`config.mk`:
```
export PLATFORM = sky130hd
export DESIGN_NAME = lil_indicator
export DESIGN_NICKNAME = d
export VERILOG_FILES = /design/src/lil_pkg.sv /design/src/lil_blinker.sv /design/src/lil_indicator.sv
export SDC_FILE = /design/constraint.sdc
export NUM_CORES = 1
export LEC_CHECK = 0
export BUFFER_PORTS_ARGS = -buffer_cell sky130_fd_sc_hd__buf_2
export CAP_MARGIN = 20
export CORE_ASPECT_RATIO = 2
export CORE_UTILIZATION = 50
export DETAILED_ROUTE_END_ITERATION = 8
export HOLD_SLACK_MARGIN = 0.05
export MAX_ROUTING_LAYER = met4
export PLACE_DENSITY_LB_ADDON = 0.1
export SYNTH_ARGS = -nofsm -noshare
export SYNTH_HDL_FRONTEND = slang
export SYNTH_SLANG_ARGS = --single-unit
```
`constraint.sdc`:
```
create_clock -name clk_sys -period 2.15 [get_ports clk_sys]
set_input_delay 0.215 -clock clk_sys [delete_from_list [all_inputs] [get_ports clk_sys]]
set_output_delay 0.215 -clock clk_sys [all_outputs]
set_load 0.01 [all_outputs]
```
`src/lil_pkg.sv`:
```
// Purpose: shared constants, types and helpers for the indicator led logic
// Assumes: 25 MHz system clock, 32-bit classic wishbone register access
// Notes: colour codes follow the order green, red, red flash, green flash, dark
package lil_pkg;

    localparam int CLK_HZ = 25_000_000;
    localparam int BLINK_HALF_MS = 250;
    localparam int BLINK_HALF_CYC = CLK_HZ / 1000 * BLINK_HALF_MS;
    localparam int BLINK_W = 23;

    localparam int NUM_IN = 5;
    localparam int SRC_W = 16;
    localparam int IDX_W = 4;
    localparam int DAT_W = 32;
    localparam int ADR_W = 8;
    localparam int SEL_W = 4;

    localparam logic [ADR_W-1:0] ADR_CTRL = 8'h00;
    localparam logic [ADR_W-1:0] ADR_ROUTE = 8'h04;
    localparam logic [ADR_W-1:0] ADR_ACKSEL = 8'h08;
    localparam logic [ADR_W-1:0] ADR_STATUS = 8'h0c;

    typedef enum logic [2:0] {
        LIL_GREEN,
        LIL_RED,
        LIL_RED_FLASH,
        LIL_GREEN_FLASH,
        LIL_DARK
    } lil_colour_t;

    // ctrl word: [4:0] invert, [5] latch_en, [8:6] active, [11:9] inactive
    typedef struct packed {
        lil_colour_t inact;
        lil_colour_t act;
        logic latch_en;
        logic [NUM_IN-1:0] invert;
    } lil_ctrl_t;

    localparam int CTRL_W = $bits(lil_ctrl_t);

    // one source pick: used flag above a source index
    typedef struct packed {
        logic used;
        logic [IDX_W-1:0] idx;
    } lil_sel_t;

    localparam int PICK_W = $bits(lil_sel_t);
    localparam int ROUTE_W = NUM_IN * PICK_W;

    typedef struct packed {
        logic red;
        logic green;
        logic latched;
        logic or_state;
    } lil_status_t;

    localparam int STAT_W = $bits(lil_status_t);

    localparam lil_ctrl_t CTRL_RST = '{
        inact: LIL_DARK,
        act: LIL_RED,
        latch_en: 1'b0,
        invert: 5'h00
    };
    localparam lil_sel_t PICK_RST = '{used: 1'b0, idx: 4'h0};
    localparam logic [ROUTE_W-1:0] ROUTE_RST = 25'h0000000;

    // an unused pick contributes nothing unless its route slot is inverted
    function automatic logic lil_pick(input logic [SRC_W-1:0] src, input lil_sel_t s);
        lil_pick = s.used & src[s.idx];
    endfunction

    // byte-lane merge of a write into a stored word
    function automatic logic [DAT_W-1:0] lil_merge(
        input logic [DAT_W-1:0] old,
        input logic [DAT_W-1:0] wr,
        input logic [SEL_W-1:0] sel
    );
        logic [DAT_W-1:0] r;
        r = old;
        for (int b = 0; b < SEL_W; b++)
        begin
            if (sel[b])
            begin
                r[b*8 +: 8] = wr[b*8 +: 8];
            end
        end
        lil_merge = r;
    endfunction

    // {red, green} for a colour; flashing colours go dark in the off phase
    function automatic logic [1:0] lil_drive(input lil_colour_t c, input logic phase);
        case (c)
            LIL_GREEN: lil_drive = 2'h1;
            LIL_RED: lil_drive = 2'h2;
            LIL_RED_FLASH: lil_drive = phase ? 2'h2 : 2'h0;
            LIL_GREEN_FLASH: lil_drive = phase ? 2'h1 : 2'h0;
            default: lil_drive = 2'h0;
        endcase
    endfunction

endpackage

```
`src/lil_blinker.sv`:
```
// Purpose: free-running blink phase for the flashing colours
// Assumes: clk_sys, synchronous active-low reset, clock enable freezes it
// Notes: phase toggles every half_cyc enabled cycles
`timescale 1ns/1ns
module lil_blinker #(
    parameter int HALF_CYC = lil_pkg::BLINK_HALF_CYC
) (
    input wire logic clk_sys,
    input wire logic reset_n,
    input wire logic ce,
    output logic phase
);

    localparam logic [lil_pkg::BLINK_W-1:0] LAST = lil_pkg::BLINK_W'(HALF_CYC - 1);

    logic [lil_pkg::BLINK_W-1:0] cnt;

    always_ff @(posedge clk_sys)
    begin
        if (!reset_n)
        begin
            cnt <= '0;
            phase <= 1'b0;
        end
        else if (ce)
        begin
            if (cnt >= LAST)
            begin
                cnt <= '0;
                phase <= ~phase;
            end
            else
            begin
                cnt <= cnt + 1'b1;
            end
        end
    end

endmodule

```
`src/lil_indicator.sv`:
```
// Purpose: one configurable bicolour indicator led with optional latch
// Assumes: source signals come from logic on clk_sys, so they are not synchronised
// Notes: classic wishbone; ack one cycle after the request is seen, writes land with the ack
`timescale 1ns/1ns

module lil_indicator #(
    parameter int BLINK_HALF_CYC = lil_pkg::BLINK_HALF_CYC
) (
    input wire logic clk_sys,
    input wire logic reset_n,
    input wire logic ce,
    input wire logic [lil_pkg::SRC_W-1:0] src_in,
    input wire logic wb_cyc_i,
    input wire logic wb_stb_i,
    input wire logic wb_we_i,
    input wire logic [lil_pkg::ADR_W-1:0] wb_adr_i,
    input wire logic [lil_pkg::SEL_W-1:0] wb_sel_i,
    input wire logic [lil_pkg::DAT_W-1:0] wb_dat_i,
    output logic [lil_pkg::DAT_W-1:0] wb_dat_o,
    output logic wb_ack_o,
    output logic led_red,
    output logic led_green
);

    lil_pkg::lil_ctrl_t ctrl;
    lil_pkg::lil_sel_t [lil_pkg::NUM_IN-1:0] route;
    lil_pkg::lil_sel_t ack_sel;
    logic latched;
    logic phase;
    logic or_now;
    logic ack_now;
    logic shown;
    logic [1:0] next_drive;
    logic req;
    logic wr;
    logic hit_ctrl;
    logic hit_route;
    logic hit_acksel;
    lil_pkg::lil_status_t status;
    logic [lil_pkg::DAT_W-1:0] next_rdata;
    logic [lil_pkg::DAT_W-1:0] ctrl_word;
    logic [lil_pkg::DAT_W-1:0] route_word;
    logic [lil_pkg::DAT_W-1:0] acksel_word;
    logic [lil_pkg::DAT_W-1:0] merged;

    lil_blinker #(
        .HALF_CYC(BLINK_HALF_CYC)
    ) u_blink (
        .clk_sys(clk_sys),
        .reset_n(reset_n),
        .ce(ce),
        .phase(phase)
    );

    // source combine and indication
    always_comb
    begin
        or_now = 1'b0;
        for (int i = 0; i < lil_pkg::NUM_IN; i++)
        begin
            or_now = or_now | (lil_pkg::lil_pick(src_in, route[i]) ^ ctrl.invert[i]);
        end
        ack_now = ctrl.latch_en & lil_pkg::lil_pick(src_in, ack_sel);
        shown = or_now | (ctrl.latch_en & latched);
        if (shown)
        begin
            next_drive = lil_pkg::lil_drive(ctrl.act, phase);
        end
        else
        begin
            next_drive = lil_pkg::lil_drive(ctrl.inact, phase);
        end
    end

    // latch: set cannot lose to ack, since ack only clears with the or false
    always_ff @(posedge clk_sys)
    begin
        if (!reset_n)
        begin
            latched <= 1'b0;
        end
        else if (ce)
        begin
            if (!ctrl.latch_en)
            begin
                latched <= 1'b0;
            end
            else if (or_now)
            begin
                latched <= 1'b1;
            end
            else if (ack_now)
            begin
                latched <= 1'b0;
            end
        end
    end

    always_ff @(posedge clk_sys)
    begin
        if (!reset_n)
        begin
            led_red <= 1'b0;
            led_green <= 1'b0;
        end
        else if (ce)
        begin
            led_red <= next_drive[1];
            led_green <= next_drive[0];
        end
    end

    // register bus
    assign req = wb_cyc_i & wb_stb_i & ~wb_ack_o;
    // a write lands at the edge where the master sees ack and never earlier,
    // so a request dropped before its ack leaves the settings untouched
    assign wr = wb_cyc_i & wb_stb_i & wb_we_i & wb_ack_o;
    assign hit_ctrl = wb_adr_i == lil_pkg::ADR_CTRL;
    assign hit_route = wb_adr_i == lil_pkg::ADR_ROUTE;
    assign hit_acksel = wb_adr_i == lil_pkg::ADR_ACKSEL;

    assign ctrl_word = {{(lil_pkg::DAT_W - lil_pkg::CTRL_W){1'b0}}, ctrl};
    assign route_word = {{(lil_pkg::DAT_W - lil_pkg::ROUTE_W){1'b0}}, route};
    assign acksel_word = {{(lil_pkg::DAT_W - lil_pkg::PICK_W){1'b0}}, ack_sel};

    always_comb
    begin
        status.red = led_red;
        status.green = led_green;
        status.latched = latched;
        status.or_state = or_now;
        case (wb_adr_i)
            lil_pkg::ADR_CTRL: next_rdata = ctrl_word;
            lil_pkg::ADR_ROUTE: next_rdata = route_word;
            lil_pkg::ADR_ACKSEL: next_rdata = acksel_word;
            lil_pkg::ADR_STATUS:
                next_rdata = {{(lil_pkg::DAT_W - lil_pkg::STAT_W){1'b0}}, status};
            default: next_rdata = '0;
        endcase
    end

    // only a writable word is merged; other addresses yield zero and are not stored
    always_comb
    begin
        case (wb_adr_i)
            lil_pkg::ADR_CTRL: merged = lil_pkg::lil_merge(ctrl_word, wb_dat_i, wb_sel_i);
            lil_pkg::ADR_ROUTE: merged = lil_pkg::lil_merge(route_word, wb_dat_i, wb_sel_i);
            lil_pkg::ADR_ACKSEL: merged = lil_pkg::lil_merge(acksel_word, wb_dat_i, wb_sel_i);
            default: merged = '0;
        endcase
    end

    always_ff @(posedge clk_sys)
    begin
        if (!reset_n)
        begin
            wb_ack_o <= 1'b0;
        end
        else if (ce)
        begin
            wb_ack_o <= req;
        end
    end

    // read data stands only in the ack cycle and is zero otherwise
    always_ff @(posedge clk_sys)
    begin
        if (!reset_n)
        begin
            wb_dat_o <= '0;
        end
        else if (ce)
        begin
            wb_dat_o <= req ? next_rdata : '0;
        end
    end

    // unmapped writes and the read-only status word are acked and dropped
    always_ff @(posedge clk_sys)
    begin
        if (!reset_n)
        begin
            ctrl <= lil_pkg::CTRL_RST;
        end
        else if (ce && wr && hit_ctrl)
        begin
            ctrl <= lil_pkg::lil_ctrl_t'(merged[lil_pkg::CTRL_W-1:0]);
        end
    end

    always_ff @(posedge clk_sys)
    begin
        if (!reset_n)
        begin
            route <= lil_pkg::ROUTE_RST;
        end
        else if (ce && wr && hit_route)
        begin
            route <= merged[lil_pkg::ROUTE_W-1:0];
        end
    end

    always_ff @(posedge clk_sys)
    begin
        if (!reset_n)
        begin
            ack_sel <= lil_pkg::PICK_RST;
        end
        else if (ce && wr && hit_acksel)
        begin
            ack_sel <= lil_pkg::lil_sel_t'(merged[lil_pkg::PICK_W-1:0]);
        end
    end

endmodule

```
==> results.md <==
* Post-DP Area at 6175 µm²
* Residual DRC count at 0
* Layout area overhead at 24.64%
* Yosys reg bits at 95
* Ys flop type: dfxtp_1
* Number of antenna diodes at 0
* Hold_sp: wb_dat_i[16]
* Post-synth EDFFs at 0
* Tightest Pin Transition at 0.5545 ns
* Hold_buf cts at 0
* Status: complete, no violations
* IO buf count at between 80 and 90
* Max Clk Rate at 465.6 MHz
* Max-cap violations at 0
* Post-Syn Area at 5291 µm²
* Critical path origin: u_blink.cnt[0]$_SDFFE_PN0P_
* Crit start category: flip-flop
* NumNets Final at 792
* Setup total negative slack at 0 ns
* DRT iter0 DRCs at 217
* Total gr overflow at 0
* Ys Warns at 0
* Pwr Density at 575.6 nW/µm²
* Critical Path AT at 2.39 ns
* Clock skew at 0.007848 ns
* Sink Count at 95
* Endpoints failing setup at 0
* WL final at approximately 16 mm
* Design Area, Final at 6595 µm²
* Height of the die at 147.5 µm
* TritonCTS clock tree: built
* Relative slew slack at 62.81%
* CP Capture Type: flip-flop
* Peak supply drop at roughly 470 µV
* Post-Layout Cell Count at between 800 and 900
* Power Total at roughly 3.8 mW
* Clock Latency Late Sink at roughly 0.35 ns
* Post-synthesis sequential area ratio at 35.94%
* CP max FO at 11
* H-Tree Depth at 3
* Starting Density at 51.80%
* Worst EP required at 2.39 ns
* Placed Instances at 845
* Syn Inst Count at 606
* Vias in the first global route at 5096
* Area of the core at 10210 µm²
* Post-layout min period at ~2.1 ns
* Post-Syn Area per Cell at 8.732 µm²
* Fin. max-slew vios at 0
* Total global-route track usage at 31.61%
* R2R Path Start: u_blink.cnt[0]$_SDFFE_PN0P_
* Final GP Congestion at 0.8960
* Max clock buf depth at 2
* Final core occ at 64.56%
* Hpwl dp at 12.32 mm
* Via density per instance at between 5 and 6
* Largest net degree at the start of global routing at 30
* Final hold vios at 0
* Final antenna-violating net count at 0
* WL/cell at 18.71 µm
* Worst Hold Class: in -> reg
* Clk pin slew, worst setup/hold paths at 0.07 ns
* Ys async rst share at 0%
* Layout cells sized above 1 at 28.49%
* First drt pass iteration count at 4
* First-pass GRT wire length at 25.26 mm
* Num CTS Buffers at 9
* FP Rows at 52
* Unrepaired setup endpoints after global routing: yes
* Die W at between 70 and 80 µm
* Antenna violations before repair at 0
* Leakage power at 2.534 nW
* Via count at 4919
* DIE AREA at 11020 µm²
* Final period utilization at 99.89%
* Library cells used by synthesis at 54
* Clk root buf: clkbuf_16
* Kind of critical path: reg -> reg
* I/O pin total at 101
## Yosys cell counts (all sizes together) (2+ instances only)
master,count,area (µm²)
nand2,103,389.1
dfxtp,95,1902
nor2,38,142.6
nor2b,35,219.0
mux2i,33,330.3
clkbuf,24,90.09
nand3,24,120.1
a21boi,23,172.7
buf,23,141.4
and2,21,131.4
o21ai,21,105.1
mux4,20,465.5
a21oi,19,95.09
xor2,16,147.7
a22oi,15,112.6
xnor2,12,105.1
nand4,10,77.57
nor3,10,55.05
and3,9,56.30
o31ai,7,52.55
o2bb2ai,6,52.55
o211ai,5,37.54
mux2,4,45.04
nand2b,4,25.02
o22ai,3,18.77
a32oi,2,17.52
and4,2,17.52
inv,2,7.510
nand3b,2,15.01
o311ai,2,17.52
or4,2,15.01
## timing repair
| action | CTS | global route |
|---|---|---|
| setup endpoints to repair | 27 | 27 |
| setup buffers | 2 | 1 |
| pin swaps | 5 | 5 |
| gates cloned | 1 | 0 |
| resized for setup | 12 | 12 |
## cells in the final DEF (no fill, tap or decap), drive strengths merged, types with 20 or more instances in the layout
| cell | instances |
|---|---|
| mux2i | 33 |
| o21ai | 21 |
| nor2 | 38 |
| mux4 | 20 |
| buf | 148 |
| nand3 | 24 |
| nand2 | 103 |
| a21boi | 23 |
| nor2b | 35 |
| dfxtp | 95 |
| and2 | 21 |
## cell families after synthesis
group / synth area share [%]
other: 0.07087
xor gates and xnor gates: 4.777
muxes: 15.89
adders and majority gates: 0.2364
buffers and inverters: 4.588
and+or+nand+nor: 24.47
DFF: 35.94
AOI/OAI and AO/OA: 14.02
## report_power, final
group          internal (mW)  leakage (nW)  switching, mW
clock                  0.953         0.152          0.752
sequential              1.76         0.769        0.00591
combinational          0.157          1.61          0.164
total                   2.87          2.53          0.922
## flip-flops by register name, indices dropped and copies added (netlist names), 5 cells and up
register,flops
ack_sel,5
u_blink.cnt,23
wb_dat_o,25
route,25
ctrl,12
## area by class of cell
type / count / area, µm²
repair buffers: 149 / 982.2
clock inverters: 6 / 75.07
clock buffers: 10 / 239.0
inverters: 3 / 11.26
well taps: 135 / 168.9
fillers: 909 / 3620
multi-input cells: 467 / 3207
flip-flops and latches: 95 / 1912
## worst max-delay path, stage by stage, from the launching register on
cell and delay (ns):
dfxtp_2 0.34, ha_2 0.18, or4b_4 0.48, a21oi_4 0.16, o311ai_4 0.10, a21oi_2 0.19, o211ai_1 0.12, nand2_1 0.13
bufbuf_16 0.29, nor2_1 0.05
## worst paths after layout
path / slack (ns) / end / cells after the start
max reg2reg: 0.002 / u_blink.cnt[22]$_SDFFE_PN0P_ / 9
max: 0.002 / u_blink.cnt[22]$_SDFFE_PN0P_ / 9
min reg2reg: 0.50 / route[3]$_SDFFE_PN0P_ / 2
min: 0.13 / route[16]$_SDFFE_PN0P_ / 3
## per-layer routing
layer,part of all wire [%],up-vias,global-route usage [%]
met3,3.2,64,5.249
met4,6.5,0,20.38
met1,34,2357,28.57
li1,-,2370,-
met2,57,128,57.52
met5,0,-,-
## per-stage QoR
stage               worst slack, ns  hold WS [ns]
floorplan                  -0.01719        0.3734
detailed placement          -0.1987        0.4861
global route               -0.07653        0.1438
finish                     0.002337        0.1325
global placement            -0.1350        0.4772
CTS                       -0.004185        0.1291
Note: power is estimated with default switching activity, not from simulation.
